### src/common/plfc_cfg.svh
// Offsets, field positions, reset values and timing counts
// Summary of operation
// Rule bit 0: forward non-protocol frames untouched
// Rule bit 0: sender address left unchanged
// Rule bit 1: destroy non-protocol frames; resets 1
// Rule bit 1: force sender address bit 1
// Temporary bit: loop settings revert after one second
// Port 0 loop field bits 9:8, four modes
// Open loop passes; closed loop skips the port
// Auto mode: close at link down, open up
// Auto-close reopens on rewrite or valid frame
// Forced modes ignore the link state
// Port 1 loop field bits 11:10, same modes
// Loop changes wait for the port's frame end
// Only fieldbus side writes; host writes ignored
// Reserved bits 7:2 read zero
`ifndef PLFC_CFG_SVH
`define PLFC_CFG_SVH
`define PLFC_LLC_OFFSET 16'h0100
`define PLFC_FWD_BIT 0
`define PLFC_TMP_BIT 1
`define PLFC_LOOP0_LSB 8
`define PLFC_LOOP1_LSB 10
`define PLFC_FWD_RESET 1'b1
`define PLFC_TMP_RESET 1'b0
`define PLFC_LOOP_RESET 2'h0
`define PLFC_TEMP_TIME_MS 1000
`define PLFC_CLK_MHZ 250
`define PLFC_TEMP_CYCLES (`PLFC_TEMP_TIME_MS * 1000 * `PLFC_CLK_MHZ)
`endif

### src/common/plfc_pkg.sv
// Types for the port loop and forwarding control
package plfc_pkg;
    typedef enum logic [1:0] {
        PLFC_LOOP_AUTO = 2'h0,
        PLFC_LOOP_AUTO_CLOSE = 2'h1,
        PLFC_LOOP_OPEN = 2'h2,
        PLFC_LOOP_CLOSED = 2'h3
    } plfc_loop_mode_t;

    typedef struct packed {
        logic [7:0] data;
        logic valid;
        logic sof;
        logic eof;
        logic is_protocol;
    } plfc_byte_t;
endpackage

### src/plfc_loop_port.sv
// One port's loop state machine
`timescale 1ns/1ns
module plfc_loop_port
    import plfc_pkg::*;
(
    input wire logic clk_i,
    input wire logic rst_i,
    input wire logic [1:0] mode_i,
    input wire logic rewrite_i,
    input wire logic link_up_i,
    input wire logic valid_frame_i,
    input wire logic busy_i,
    output logic open_o
);
    typedef enum {PLFC_ST_CLOSED, PLFC_ST_OPEN} plfc_port_state_t;
    plfc_port_state_t state;
    plfc_port_state_t next_state;
    logic reopen;
    logic next_reopen;
    logic want_open;

    always_comb begin
        want_open = (state == PLFC_ST_OPEN);
        next_reopen = 1'b0;
        case (plfc_loop_mode_t'(mode_i))
            PLFC_LOOP_AUTO: want_open = link_up_i;
            PLFC_LOOP_AUTO_CLOSE: begin
                if (!link_up_i) begin
                    want_open = 1'b0;
                end else if (rewrite_i || valid_frame_i || reopen) begin
                    want_open = 1'b1;
                    // Reopen request waits out a busy port
                    next_reopen = busy_i;
                end
            end
            PLFC_LOOP_OPEN: want_open = 1'b1;
            PLFC_LOOP_CLOSED: want_open = 1'b0;
            default: want_open = 1'b0;
        endcase
        next_state = state;
        if (!busy_i) begin
            next_state = want_open ? PLFC_ST_OPEN : PLFC_ST_CLOSED;
        end
    end

    always_ff @(posedge clk_i or posedge rst_i) begin
        if (rst_i) begin
            state <= PLFC_ST_CLOSED;
            reopen <= 1'b0;
        end else begin
            state <= next_state;
            reopen <= next_reopen;
        end
    end

    assign open_o = (state == PLFC_ST_OPEN);
endmodule

### src/plfc_top.sv
// Link layer control low half: forwarding and port loops
`timescale 1ns/1ns
`include "plfc_cfg.svh"
module plfc_top
    import plfc_pkg::*;
#(
    parameter int TEMP_CYCLES = `PLFC_TEMP_CYCLES
)
(
    input wire logic MCLK_I,
    input wire logic RESET_I,
    input wire logic FB_WR_I,
    input wire logic [15:0] FB_ADDR_I,
    input wire logic [3:0] FB_BE_I,
    input wire logic [31:0] FB_WDATA_I,
    input wire logic HDI_WR_I,
    input wire logic [15:0] RD_ADDR_I,
    output logic [31:0] RD_DATA_O,
    input wire logic [1:0] LINK_UP_I,
    input wire logic [1:0] RX_VALID_FRAME_I,
    input wire logic [1:0] PORT_BUSY_I,
    input wire plfc_byte_t RX_I,
    output plfc_byte_t TX_O,
    output logic [1:0] PORT_OPEN_O
);
    logic fwd;
    logic next_fwd;
    logic tmp;
    logic next_tmp;
    logic [3:0] loops;
    logic [3:0] next_loops;
    logic [3:0] saved;
    logic [3:0] next_saved;
    logic [31:0] tcnt;
    logic [31:0] next_tcnt;
    logic [1:0] rewrite;
    logic [1:0] next_rewrite;
    logic [1:0] open;
    plfc_byte_t tx;
    plfc_byte_t next_tx;
    logic [31:0] rd;
    logic [31:0] next_rd;
    logic [7:0] bpos;
    logic [7:0] next_bpos;
    logic drop;
    logic next_drop;
    logic wr_lo;
    logic wr_hi;

    // Register hit for one byte lane
    function automatic logic lane_hit(
        input logic wr,
        input logic [15:0] addr,
        input logic en
    );
        return wr && addr == `PLFC_LLC_OFFSET && en;
    endfunction

    // Loop field asks for auto-close
    function automatic logic is_auto_close(input logic [1:0] field);
        return field == 2'(PLFC_LOOP_AUTO_CLOSE);
    endfunction

    // Host writes are not decoded at all
    assign wr_lo = lane_hit(FB_WR_I, FB_ADDR_I, FB_BE_I[0]);
    assign wr_hi = lane_hit(FB_WR_I, FB_ADDR_I, FB_BE_I[1]);

    always_comb begin
        next_fwd = fwd;
        next_tmp = tmp;
        next_loops = loops;
        next_saved = saved;
        next_tcnt = tcnt;
        next_rewrite = 2'h0;
        if (wr_lo) begin
            next_fwd = FB_WDATA_I[`PLFC_FWD_BIT];
            next_tmp = FB_WDATA_I[`PLFC_TMP_BIT];
        end
        if (wr_hi) begin
            next_loops = FB_WDATA_I[`PLFC_LOOP0_LSB +: 4];
            next_rewrite[0] = is_auto_close(
                FB_WDATA_I[`PLFC_LOOP0_LSB +: 2]);
            next_rewrite[1] = is_auto_close(
                FB_WDATA_I[`PLFC_LOOP1_LSB +: 2]);
            if (wr_lo ? FB_WDATA_I[`PLFC_TMP_BIT] : tmp) begin
                if (tcnt == 32'h0) begin
                    next_saved = loops;
                end
                next_tcnt = 32'(TEMP_CYCLES);
            end else begin
                next_tcnt = 32'h0;
            end
        end else if (tcnt == 32'h1) begin
            next_loops = saved;
            next_tcnt = 32'h0;
        end else if (tcnt != 32'h0) begin
            next_tcnt = tcnt - 32'h1;
        end
    end

    always_ff @(posedge MCLK_I or posedge RESET_I) begin
        if (RESET_I) begin
            fwd <= `PLFC_FWD_RESET;
            tmp <= `PLFC_TMP_RESET;
            loops <= {`PLFC_LOOP_RESET, `PLFC_LOOP_RESET};
            saved <= 4'h0;
            tcnt <= 32'h0;
            rewrite <= 2'h0;
        end else begin
            fwd <= next_fwd;
            tmp <= next_tmp;
            loops <= next_loops;
            saved <= next_saved;
            tcnt <= next_tcnt;
            rewrite <= next_rewrite;
        end
    end

    plfc_loop_port u_port0 (
        .clk_i(MCLK_I),
        .rst_i(RESET_I),
        .mode_i(loops[1:0]),
        .rewrite_i(rewrite[0]),
        .link_up_i(LINK_UP_I[0]),
        .valid_frame_i(RX_VALID_FRAME_I[0]),
        .busy_i(PORT_BUSY_I[0]),
        .open_o(open[0])
    );

    plfc_loop_port u_port1 (
        .clk_i(MCLK_I),
        .rst_i(RESET_I),
        .mode_i(loops[3:2]),
        .rewrite_i(rewrite[1]),
        .link_up_i(LINK_UP_I[1]),
        .valid_frame_i(RX_VALID_FRAME_I[1]),
        .busy_i(PORT_BUSY_I[1]),
        .open_o(open[1])
    );

    // Frame path: byte 6 of a frame holds bit 1 of the sender address
    always_comb begin
        next_tx = RX_I;
        next_bpos = bpos;
        next_drop = drop;
        if (RX_I.valid) begin
            next_bpos = RX_I.sof ? 8'h1 : (bpos == 8'hff ? bpos : bpos + 8'h1);
            if (RX_I.sof) begin
                next_drop = fwd && !RX_I.is_protocol;
            end
            if (fwd && RX_I.is_protocol && (RX_I.sof ? 8'h0 : bpos) == 8'h6)
            begin
                next_tx.data = RX_I.data | 8'h02;
            end
            // Without the rule bit every byte passes untouched, except the rest of a frame whose start was dropped
            if (RX_I.sof ? (fwd && !RX_I.is_protocol) : drop) begin
                next_tx.valid = 1'b0;
            end
        end
        next_rd = 32'h0;
        if (RD_ADDR_I == `PLFC_LLC_OFFSET) begin
            next_rd[`PLFC_FWD_BIT] = fwd;
            next_rd[`PLFC_TMP_BIT] = tmp;
            next_rd[`PLFC_LOOP0_LSB +: 4] = loops;
        end
    end

    always_ff @(posedge MCLK_I or posedge RESET_I) begin
        if (RESET_I) begin
            tx <= '0;
            bpos <= 8'h0;
            drop <= 1'b0;
            rd <= 32'h0;
            PORT_OPEN_O <= 2'h0;
        end else begin
            tx <= next_tx;
            bpos <= next_bpos;
            drop <= next_drop;
            rd <= next_rd;
            PORT_OPEN_O <= open;
        end
    end

    assign TX_O = tx;
    assign RD_DATA_O = rd;
endmodule

### config.mk
export PLATFORM = sky130hd
export DESIGN_NAME = plfc_top
export DESIGN_NICKNAME = d
export VERILOG_FILES = /design/src/common/plfc_pkg.sv /design/src/plfc_loop_port.sv /design/src/plfc_top.sv
export VERILOG_INCLUDE_DIRS = /design/src /design/src/common
export SDC_FILE = /design/constraint.sdc
export NUM_CORES = 1
export LEC_CHECK = 0
export ABC_AREA = 1
export BUFFER_PORTS_ARGS = -buffer_cell sky130_fd_sc_hd__buf_2
export CAP_MARGIN = 20
export CORE_ASPECT_RATIO = 0.7
export CORE_UTILIZATION = 57
export CTS_CLUSTER_DIAMETER = 200
export DETAILED_ROUTE_END_ITERATION = 8
export PLACE_DENSITY = 0.84
export SLEW_MARGIN = 20
export SYNTH_ARGS = -nofsm -noshare
export SYNTH_HDL_FRONTEND = slang
export SYNTH_HIERARCHICAL = 1
export SYNTH_SLANG_ARGS = --single-unit
### constraint.sdc
create_clock -name MCLK_I -period 3.9 [get_ports MCLK_I]
set_input_delay 0.195 -clock MCLK_I [delete_from_list [all_inputs] [get_ports MCLK_I]]
set_output_delay 0.195 -clock MCLK_I [all_outputs]
set_load 0.03 [all_outputs]
Yosys cells after proc, flatten, opt, wreduce, memory -nomap -nowiden
Index checks and enable logic that the tools add are counted.
Widths: inputs -> output; s select.
{"block": "op_classes", "addsub": 2, "n_eq_ne": 16, "n_mux": 31, "reduce_logical": 19}
{"op": "$mux 32", "count": 3}
{"op": "$eq 32x2->1 const B", "count": 2}
{"op": "$eq 16x9->1 const B", "count": 2}
{"op": "$eq 32x1->1 const B", "count": 1}
{"op": "$logic_not 32->1", "count": 1}
{"op": "$reduce_bool 32->1", "count": 1}
{"op": "$sub 32x1->32 const B", "count": 1}
{"op": "$mux 28", "count": 1}
{"op": "$mux 8", "count": 3}
{"op": "$mux 1", "count": 15}
{"op": "$mux 4", "count": 3}
{"op": "$add 8x1->8 const B", "count": 1}
{"op": "$eq 2x1->1 const B", "count": 4}
{"op": "$eq 2x2->1 const B", "count": 4}
{"op": "$eq 8x3->1 const B", "count": 1}
{"op": "$eq 8x8->1 const B", "count": 1}
{"op": "$pmux 1 s4", "count": 2}
{"op": "$logic_and 1x1->1", "count": 6}
{"op": "$mux 2", "count": 3}
{"op": "$logic_not 2->1", "count": 2}
{"op": "$logic_or 1x1->1", "count": 4}
{"op": "$mux 3", "count": 1}
{"op": "$reduce_and 3->1", "count": 1}
{"op": "$reduce_bool 3->1", "count": 1}
{"op": "other kinds (4)", "count": 4}
{"block": "word_totals", "ff_bits": 139, "in_bits": 90, "out_inout_bits": 46, "word_cells": 87}

Longest topological paths before layout
Gate-level depths: netlist of run 1.
{"block": "logic_depth", "word_depth": 6, "mapped_depth": 11, "mapped_depth_nobuf": 10}

Hierarchy
Netlist of run 1, hierarchy kept.
{"module": "plfc_top", "n_inst": 1, "cells_per_inst": 569, "area_per_inst_um2": 4418.0, "seq_area_each_um2": 1828.0}
{"module": "plfc_loop_port", "n_inst": 2, "cells_per_inst": 17, "area_per_inst_um2": 113.9, "seq_area_each_um2": 50.0}

Worst setup path after synthesis of run 1
No wires, ideal clock.
{"block": "synth_timing", "path_type": "reg2reg", "start": "register tcnt[20]", "end": "register tcnt[10]", "setup_ps": 119, "t_arrival_ps": 1380, "required_ps": 3781, "setup_slack_ps": 2401, "path_stages_with_launch": 10, "path_buffers": 1, "period_less_slack_ps": 1499, "path_cell_list": "dfrtp_1 -> nor2_2 -> nand2_2 -> nor2_4 -> nand2_4 -> inv_4 -> nand3_2 -> nor2_4 -> buf_6 -> nor2_1"}
{"block": "synth_between", "elab_chain_cells": 3, "word_cells_on_any_way": 5, "cone_classes": "eq/ne (1); mux (2); reduce/logical (2)"}
{"item": "start: declaration", "line_no": "plfc_top.sv:34", "rtl": "logic [31:0] tcnt;"}
{"item": "start signal: assignment", "line_no": "plfc_top.sv:114", "rtl": "tcnt <= next_tcnt;"}
{"item": "$eq 32x1->1", "line_no": "plfc_top.sv:93", "rtl": "end else if (tcnt == 32'h1) begin"}
{"item": "$mux 32", "line_no": "plfc_top.sv:93"}
{"item": "$mux 32", "line_no": "plfc_top.sv:79", "rtl": "if (wr_hi) begin"}
Several ways; a longest one is shown, not always the timed one.
A chain may end at the register's enable or synchronous reset.

Worst setup path in the final report of run 1
{"block": "layout_timing", "start": "register tcnt[1]", "end": "register tcnt[18]"}
{"block": "layout_between", "elab_chain_cells": 4, "word_cells_on_any_way": 7, "cone_classes": "add/sub (1); eq/ne (1); mux (3); reduce/logical (2)"}
{"item": "$sub 32x1->32", "line_no": "plfc_top.sv:97", "rtl": "next_tcnt = tcnt - 32'h1;"}
{"item": "$mux 32", "line_no": "plfc_top.sv:96", "rtl": "end else if (tcnt != 32'h0) begin"}
{"item": "$mux 32", "line_no": "plfc_top.sv:93"}
{"item": "$mux 32", "line_no": "plfc_top.sv:79"}
Several ways; a longest one is shown, not always the timed one. The select of a mux whose other input is x is not followed.

==> impl_metrics.json, run 1 <==
{
  "fp.dieH_um": 77.5,
  "place_congestion": 0.888,
  "synth_top_area_cell": "dfrtp_1",
  "switching_share_pct": 26.2,
  "path_clk_slew_ps": 60,
  "wirelength_um": 11700,
  "dp_hpwl_um": 8350,
  "root_buffer": "clkbuf_16",
  "power_density_nw_per_um2": 347,
  "port_buffers": 80,
  "p_clk_share_pct": 46.2,
  "yosysTopAreaCellShare_pct": 40.9,
  "synth_cells": 603,
  "ys_seq_area_share_pct": 41.5,
  "yosysWarnings": 6,
  "floorplan.core_area_um2": 7870,
  "grt_pass1_vias": 4104,
  "fin_tns_setup_ps": 0,
  "route.detailed.drc": 0,
  "power_mw": 1.89,
  "layout.cells.non_filler": 804,
  "die_x_um": 110,
  "overflow": 0,
  "cts.path.max_buffers": 2,
  "p_comb_share_pct": 9.6,
  "ctsHtreeMaxLevel": 3,
  "syn_to_final_growth_pct": 17.0,
  "finClkSkew_ps": 5.94,
  "drv_cap": 0,
  "worstMarginPinSlew_ps": 859,
  "r2r-start": "tcnt[1]",
  "yosys_most_used_dff": "dfrtp_1",
  "hold_path_class": "input port to register",
  "vias": 4252,
  "grt_max_degree": 41,
  "rows": 27,
  "wire_per_inst_um": 14.6,
  "maxSlewHeadroom_pct": 42.7,
  "vias_per_cell": 5.29,
  "critPathCaptureType": "register",
  "drive_above_1_share_pct": 24.3,
  "setup_viol": 0,
  "cp_max_fo": 15,
  "vdd_drop_max_mv": 0.329,
  "crit_type": "register to register",
  "worst_ep_required_time_ps": 4120,
  "antenna_cells": 0,
  "start_util_pct": 59.0,
  "placedCellCount": 778,
  "clk_latency_ps": 350,
  "ant_nets": 0,
  "yosysUniqueCellTypes": 43,
  "start_kind": "register",
  "synth_area_leaders": "dfrtp_1 41%, nand2_1 11%, nor2_1 6.7%",
  "max_freq_mhz": 514,
  "ioPinCount": 136,
  "hp-start": "FB_WDATA_I[11]",
  "num-nets-final": 792,
  "final_common_cell": "nand2_1",
  "synth-seq-cells": 77,
  "cp-startpoint": "tcnt[1]",
  "cp_data_arrival_time_ps": 2170,
  "synthArstFlopShare_pct": 100,
  "synth-edff-count": 0,
  "syn_area_um2": 4650,
  "power.internal_mw": 1.39,
  "grt_util_all_layers_pct": 29.6,
  "cts_buffers": 9,
  "slew_violations": 0,
  "p_seq_share_pct": 44.2,
  "period_share_pct": 49.9,
  "layout_common_cells": "135 x nand2_1, 83 x nor2_1, 80 x buf_2, 76 x dfrtp_1, 75 x inv_1",
  "tritoncts": "done",
  "antenna_found_initial": 0,
  "period_needed_ps": 1950,
  "rsz0062_at_grt": "no",
  "drt_first_iter_violations": 383,
  "cts.sinks": 77,
  "cts_resized": 0,
  "final_hold_viol_count": 0,
  "grt_pass1_wl_um": 19000,
  "cellLeakagePower_nw": 2.77,
  "drt_first_pass_iters": 7,
  "status": "complete, no violations",
  "power.switching_uw": 496,
  "die_area_um2": 8520,
  "avgSynthCellArea_um2": 7.70,
  "post-route-util_pct": 69.1
}
## sequential cells by signal, summed over array words and instances (netlist names)
name	count
rewrite	2
u_port0/state	1
fwd	1
u_port1/reopen	1
TX_O	12
saved	4
u_port1/state	1
u_port0/reopen	1
loops	4
bpos	8
tcnt	32
RD_DATA_O	6
drop	1
tmp	1
PORT_OPEN_O	2
## Yosys cell counts, types with 6 or more instances
cell     instances
nand2_1        135
nor2_1          83
dfrtp_1         76
inv_1           76
nand3_1         40
buf_4           27
nor2_2          24
nand4_1         23
a21oi_1         13
o21ai_0         11
a21oi_2          8
nand2_2          8
nor3_1           8
xor2_1           8
nor4_1           7
nor2_4           6
## power by group through the flow
stage          Combinational, mW  Clock [mW]  Sequential, mW
3_5_place_dp               0.171           0           0.850
2_1_floorplan              0.113           0           0.864
4_1_cts                    0.179       0.883           0.836
3_3_place_gp               0.164           0           0.849
5_1_grt                    0.198       0.906           0.839
6_report                   0.181       0.873           0.836
## critical path, cell delays in order (launching register included)
cell and delay (ps):
dfrtp_1 340, inv_1 90, ha_1 180, inv_1 50
nor2_1 70, nand3_1 100, nor2_2 60, nor2_4 370
clkinv_2 260, nor2_8 240, a21oi_1 70
## per-stage QoR
step                hold slack (ps)  cell area [um^2]  worst slack [ps]
global placement               73.7              5030              2020
finish                         30.7              5440              1950
detailed placement             76.4              5030              1980
global route                   20.4              5440              1820
floorplan                     -63.8              4740              1850
CTS                            18.8              5440              1970
## layer usage
layer	wire, um	vias up	part of all wire [%]	track usage (%)
li1	-	2044	-	-
met1	5070	1998	43	38.6
met2	5540	188	47	47.9
met3	918	22	7.8	7.82
met4	218	0	1.9	9.20
met5	0	-	0	0
## cells by family after synthesis
group | Yosys count | share of synthesized area, %
simple gates | 353 | 37.5
buf+inv | 116 | 12.3
flops | 77 | 41.5
compound gates | 43 | 5.93
xor+xnor | 9 | 1.70
fa+ha+maj | 4 | 1.08
other cells | 1 | 0.0807
## repair_timing
action                                 in CTS  in global routing
hold buffers                               10                  0
endpoints found under the hold margin      13                  0
setup buffers                               0                  0
setup endpoints to repair                   0                  0
## path summary, 6_finish.rpt
kind / to / slack, ps / depth (start not counted)
worst min-delay path: rewrite[1] / 30 / 2
max in group asynchronous: fwd / 2330 / 4
min in group asynchronous: u_port1/reopen / 260 / 3
worst max register to register: tcnt[18] / 1950 / 10
worst min register to register: PORT_OPEN_O[1] / 410 / 0
worst max-delay path: tcnt[18] / 1950 / 10
## area by class of cell
class | count | area (um^2)
Timing Repair Buffer | 91 | 508
Sequential cell | 77 | 1930
Clock buffer | 10 | 239
Inverter | 84 | 324
Fill cell | 622 | 2430
Multi-Input combinational cell | 435 | 2240
Tap cell | 101 | 126
Clock inverter | 6 | 70.1
Note: power is estimated with default switching activity, not from simulation.
==> run 2, diff against run 1 <==
- ABC_AREA: 1 -> 0
- CORE_UTILIZATION: 57 -> 46
- PLACE_DENSITY: 0.84 -> 0.74
- clock period: 3.9 -> 1.69 ns (I/O delays scaled with it)
==> run 2 against run 1 <==
Net effect: the flow now finishes with violations (setup timing); via count shrank 9.3%; maximum frequency shrank 12%; register-to-register slack lost 2500 ps; largest cell class unchanged; design area grew 9.9%; final cell count shrank 11%; largest power group is now combinational cells; combinational power grew to 18 times the previous value; synthesized cell count shrank 35%.
==> impl_metrics.json, run 2 <==
{
  "status": "complete, but fails checks",
  "violations": "setup timing",
  "synth_area_leaders": "dfrtp_1 47%, buf_4 5.2%, a21oi_1 3.8%",
  "drive_above_1_share_pct": 46.3,
  "grt_pass1_vias": 3900,
  "placedCellCount": 668,
  "r2r-start": "tcnt[27]",
  "layout.cells.non_filler": 714,
  "cp_max_fo": 7,
  "hp-start": "RX_VALID_FRAME_I[1]",
  "yosysMostFrequentCell": "dfrtp_1",
  "synth_cells": 392,
  "synth_simple_gate_area_share_pct": 24.7,
  "wirelength_um": 11800,
  "overflow": 0,
  "critPathCaptureType": "register",
  "synth-xor-area-share_pct": 3.46,
  "power_mw": 7.64,
  "synthMuxAreaShare_pct": 5.28,
  "reg2regPathDepth": 6,
  "die_area_um2": 9200,
  "wire_per_inst_um": 16.5,
  "cp-startpoint": "tcnt[27]",
  "power.switching_mw": 2.73,
  "finalInstanceArea_um2": 5980,
  "ys_seq_area_share_pct": 47.5,
  "start_kind": "register",
  "vias_per_cell": 5.40,
  "clk_latency_ps": 340,
  "path_clk_slew_ps": 60,
  "grt_pass1_wl_um": 18900,
  "setup_viol": 40,
  "fillers": 607,
  "synth_top_area_cell": "dfrtp_1",
  "yosysTopAreaCellShare_pct": 46.9,
  "route.detailed.drc": 0,
  "power_density_nw_per_um2": 1280,
  "fp.dieH_um": 80.6,
  "setup_slack_ps": -533,
  "p_seq_share_pct": 32.8,
  "rows": 28,
  "tritoncts": "done",
  "cp_slowest_cell": "or4_4",
  "dp_hpwl_um": 8100,
  "ctsHtreeMaxLevel": 3,
  "port_buffers": 80,
  "switching_share_pct": 35.8,
  "yosysWarnings": 6,
  "worstReg2RegEnd": "tcnt[30]",
  "cellLeakagePower_nw": 2.77,
  "avgSynthCellArea_um2": 10.3,
  "vias": 3858,
  "largest_register_ffs": 32,
  "cp_data_arrival_time_ps": 2480,
  "drt_first_iter_violations": 227,
  "synth-seq-cells": 77,
  "placed_cell_area_um2": 5160,
  "grt_util_all_layers_pct": 27.4,
  "period_needed_ps": 2220,
  "rsz0062_at_grt": "yes",
  "floorplan.core_area_um2": 8510,
  "final_hold_viol_count": 0,
  "ant_nets": 0,
  "num-nets-final": 683,
  "synth_compound_area_share_pct": 10.4,
  "synth_top_family_by_area": "simple AND/OR/NAND/NOR gates",
  "final_common_cell": "buf_4",
  "yosysUniqueCellTypes": 58,
  "yosys_most_used_dff": "dfrtp_1",
  "layout_common_cells": "89 x buf_4, 80 x buf_2, 76 x dfrtp_1, 26 x conb_1, 23 x a21oi_1",
  "cts.sinks": 77,
  "grt_max_degree": 71,
  "syn_to_final_growth_pct": 47.4,
  "max_freq_mhz": 450,
  "cts.path.max_buffers": 2,
  "synth-edff-count": 0,
  "antenna_cells": 0,
  "synthArstFlopShare_pct": 100,
  "whs_ps": 8.69,
  "root_buffer": "clkbuf_16",
  "hold_path_class": "input port to register",
  "die_x_um": 114,
  "path_cells": "or4_4 -> nor4_4 -> and3_4 -> buf_12 -> a211o_1 -> mux2i_1",
  "crit_type": "register to register",
  "slew_violations": 0,
  "worst_ep_required_time_ps": 1950,
  "ioPinCount": 136,
  "r2r_slack_ps": -530,
  "finClkSkew_ps": 7.65,
  "place_congestion": 0.886,
  "min_to": "u_port1/reopen",
  "p_comb_share_pct": 43.5,
  "start_util_pct": 47.6,
  "regMostFlops": "tcnt",
  "syn_area_um2": 4060,
  "ys_top_cells_by_count": "76 x dfrtp_1, 31 x a21oi_1, 28 x buf_4, 21 x nand3_1, 18 x o21ai_0",
  "critPathMaxStageDelay_ps": 560,
  "p_clk_share_pct": 23.7,
  "cts_buffers": 9,
  "post-route-util_pct": 70.2,
  "antenna_found_initial": 0,
  "synth-adder-area-share_pct": 1.23,
  "min_path_cells": 3,
  "drv_cap": 0,
  "period_share_pct": 132,
  "drt_first_pass_iters": 5,
  "vdd_drop_max_mv": 0.927,
  "power.internal_mw": 4.91
}
[run 2: changes by cell type in the layout (fill, tap and decap cells not counted), moves of 21 or more]
cell and change:
buf_4 +88, nand3_1 -21, nor2_1 -69, inv_1 -70, nor2_2 -23, nand2_1 -119
[run 2: critical path: cells and delay by family (launching register included)]
family / cells / cell delay [ps]
buffers and inverters: 1 / 140
multiplexers: 1 / 160
flip-flops: 1 / 400
AND/OR/NAND/NOR: 3 / 1300
AO/OA/AOI/OAI: 1 / 130
[run 2: routing by layer]
metal / share of wire (%) / up-vias / track usage, % / routed length, um
met4: 2.7 / 0 / 10.6 / 313
met1: 43 / 1915 / 34.5 / 5080
met2: 50 / 121 / 45.8 / 5850
li1: - / 1790 / - / -
met3: 4.5 / 32 / 6.34 / 531
met5: 0 / - / 0 / 0
[run 2: per-stage QoR]
step / setup TNS [ps] / worst slack, ps
3_5_place_dp: -18840 / -561
3_3_place_gp: -16270 / -489
4_1_cts: -16900 / -495
5_1_grt: -20000 / -575
2_1_floorplan: -16410 / -519
6_report: -18500 / -533
[run 2: final cells by class]
cell class / count / area [um^2] / share of cell area (%)
Clock buffer: 9 / 225 / 3.77
Timing Repair Buffer: 198 / 1390 / 23.3
Inverter: 8 / 33.8 / 0.565
Clock inverter: 7 / 57.6 / 0.963
Multi-Input combinational cell: 295 / 2190 / 36.6
Tap cell: 120 / 150 / 2.51
Sequential cell: 77 / 1930 / 32.3
[run 2: how the worst max path moves through the flow]
stage | slack [ps] | end | cells after the start
floorplan | -520 | saved[0] | 8
global placement | -490 | saved[2] | 7
detailed placement | -560 | saved[1] | 7
CTS | -500 | saved[1] | 7
global route | -570 | tcnt[5] | 7
finish | -530 | tcnt[30] | 6
[run 2: repair_timing]
action | CTS | global route
hold buffers | 18 | 0
cloned | 1 | 0
setup endpoints to repair | 40 | 43
setup buffers | 6 | 8
hold endpoints to repair | 92 | 0
gates resized for setup | 32 | 33
pin swaps | 9 | 17
[run 2: power by group through the flow]
stage	clock network (mW)	logic [mW]	registers, mW
floorplan	0	1.38	2.63
global placement	0	2.70	2.49
detailed placement	0	2.80	2.51
finish	1.81	3.33	2.50
CTS	1.85	3.05	2.49
global route	1.92	3.60	2.55
[run 2: kinds of logic after synthesis]
group | Yosys count
muxes | 18
xor gates and xnor gates | 16
buffers and inverters | 45
AOI/OAI and AO/OA | 70
DFF | 77
and+or+nand+nor | 161
adders and majority gates | 4
other | 1
==> run 3, diff against run 2 <==
- CAP_MARGIN: 20 -> default
- CORE_UTILIZATION: 46 -> 35
- CTS_CLUSTER_DIAMETER: 200 -> 30
- PLACE_DENSITY: 0.74 -> 0.58
==> run 3 against run 2 <==
Net effect: the run still ends with setup timing left; core utilization is 15 points lower; sequential power hardly changed; maximum frequency is 1.0% higher; worst hold slack better by 0.58 ps; critical path depth stayed put; design area is 2.6% higher; combinational power is 3% higher; wire length is 2.6% lower; total power is 1.9% higher; via count is 3.5% lower.
==> impl_metrics.json, run 3 (same netlist as run 2, synthesis figures left out) <==
{
  "status": "complete, but fails checks",
  "drt_first_iter_violations": 168,
  "min_path_cells": 3,
  "worstMarginPinSlew_ps": 500,
  "hold_path_class": "input port to register",
  "start_util_pct": 36.4,
  "layout.cells.non_filler": 753,
  "cp_max_fo": 8,
  "route.detailed.drc": 0,
  "die_x_um": 131,
  "rsz0062_at_grt": "yes",
  "maxSlewHeadroom_pct": 65.8,
  "regMostFlops": "tcnt",
  "path_clk_slew_ps": 60,
  "port_buffers": 80,
  "num-nets-final": 689,
  "clk_latency_ps": 350,
  "r2r_slack_ps": -510,
  "grt_util_all_layers_pct": 19.7,
  "placed_cell_area_um2": 5190,
  "setup_slack_ps": -511,
  "wire_per_inst_um": 15.2,
  "largest_register_ffs": 32,
  "vias_per_cell": 4.95,
  "dp_hpwl_um": 8030,
  "overflow": 0,
  "place_congestion": 0.869,
  "violations": "setup timing",
  "wirelength_um": 11500,
  "floorplan.core_area_um2": 11100,
  "cellLeakagePower_nw": 2.83,
  "max_freq_mhz": 454,
  "cts.sinks": 77,
  "antenna_cells": 0,
  "cts.path.max_buffers": 2,
  "grt_pass1_vias": 3695,
  "ctsHtreeMaxLevel": 3,
  "rows": 32,
  "ant_nets": 0,
  "drive_above_1_share_pct": 47.7,
  "vias": 3724,
  "vdd_drop_max_mv": 0.678,
  "slew_violations": 0,
  "drt_first_pass_iters": 4,
  "r2r-start": "tcnt[13]",
  "grt_max_degree": 71,
  "grt_pass1_wl_um": 18200,
  "final_hold_viol_count": 0,
  "cts_buffers": 9,
  "post-route-util_pct": 55.1,
  "worstReg2RegEnd": "tcnt[24]",
  "period_needed_ps": 2200,
  "cp_data_arrival_time_ps": 2420,
  "critPathCaptureType": "register",
  "ioPinCount": 136,
  "finalInstanceArea_um2": 6130,
  "power_density_nw_per_um2": 1270,
  "fin_tns_setup_ps": -18600,
  "start_kind": "register",
  "reg2regPathDepth": 6,
  "finClkSkew_ps": 9.11,
  "min_to": "u_port1/reopen",
  "crit_type": "register to register",
  "syn_to_final_growth_pct": 51.1,
  "hp-start": "RX_VALID_FRAME_I[1]",
  "final_common_cell": "buf_4",
  "root_buffer": "clkbuf_16",
  "drv_cap": 0,
  "die_area_um2": 12000,
  "layout_common_cells": "89 x buf_4, 80 x buf_2, 76 x dfrtp_1, 26 x conb_1, 22 x a21oi_1",
  "tritoncts": "done",
  "setup_viol": 40,
  "period_share_pct": 130,
  "fp.dieH_um": 92.1,
  "antenna_found_initial": 0,
  "placedCellCount": 701,
  "worst_ep_required_time_ps": 1910
}
## run 3: cell count changes in the layout (fill, tap and decap cells not counted), sizes merged
cell,delta
buf,+3
clkbuf,+1
clkinv,+1
clkinvlp,-2
dlygate4sd3,+2
inv,+1
## run 3: through the flow
step	total power, mW	hold WS, ps	setup WS [ps]
floorplan	4.02	-174	-519
global route	8.22	5.43	-603
detailed placement	5.36	-21.7	-552
global placement	5.29	-22.9	-522
finish	7.78	9.27	-511
CTS	7.53	5.07	-510
## run 3: what timing repair did
item | 4_1_cts | 5_1_grt
pin swaps | 11 | 25
setup endpoints to repair | 40 | 45
buffers inserted | 9 | 7
gates resized for setup | 36 | 43
cloned | 0 | 1
hold buffers | 20 | 0
hold endpoints to repair | 93 | 0
## run 3: worst max path at each step
stage	start	end	slack, ps	cells after the start
6_report	tcnt[13]	tcnt[24]	-510	6
5_1_grt	tcnt[13]	tcnt[23]	-600	7
4_1_cts	tcnt[16]	tcnt[17]	-510	7
3_5_place_dp	tcnt[22]	saved[1]	-550	5
3_3_place_gp	tcnt[0]	saved[3]	-520	7
2_1_floorplan	tcnt[0]	saved[0]	-520	8
## run 3: routing by layer
| layer | track usage, % | wire (um) | up-vias |
|---|---|---|---|
| met1 | 27.9 | 5360 | 1820 |
| met2 | 29.9 | 5380 | 94 |
| met3 | 4.67 | 611 | 9 |
| met5 | 0 | 0 | - |
| li1 | - | - | 1801 |
| met4 | 5.56 | 112 | 0 |
## run 3: cell type report
cell class                 count  area [um^2]
sequential                    77         1930
clock buffer                   9          225
timing repair buffer         204         1470
multi-input combinational    295         2220
fill                        1011         5000
inverter                       8         33.8
clock inverter                 7         56.3
tap                          153          191
## run 3: power by group
part | total [mW] | leakage (nW) | switching, mW | internal (mW)
Clock | 1.85 | 0.137 | 0.834 | 1.01
Sequential | 2.50 | 0.981 | 0.262 | 2.24
Combinational | 3.44 | 1.72 | 1.69 | 1.75
## run 3: critical path, cell delays in order, from the launching register on
cell     delay (ps)
dfrtp_1         380
or4_4           570
nor4_4          420
and3_4          350
buf_8           170
or4_4           130
a21oi_2          50
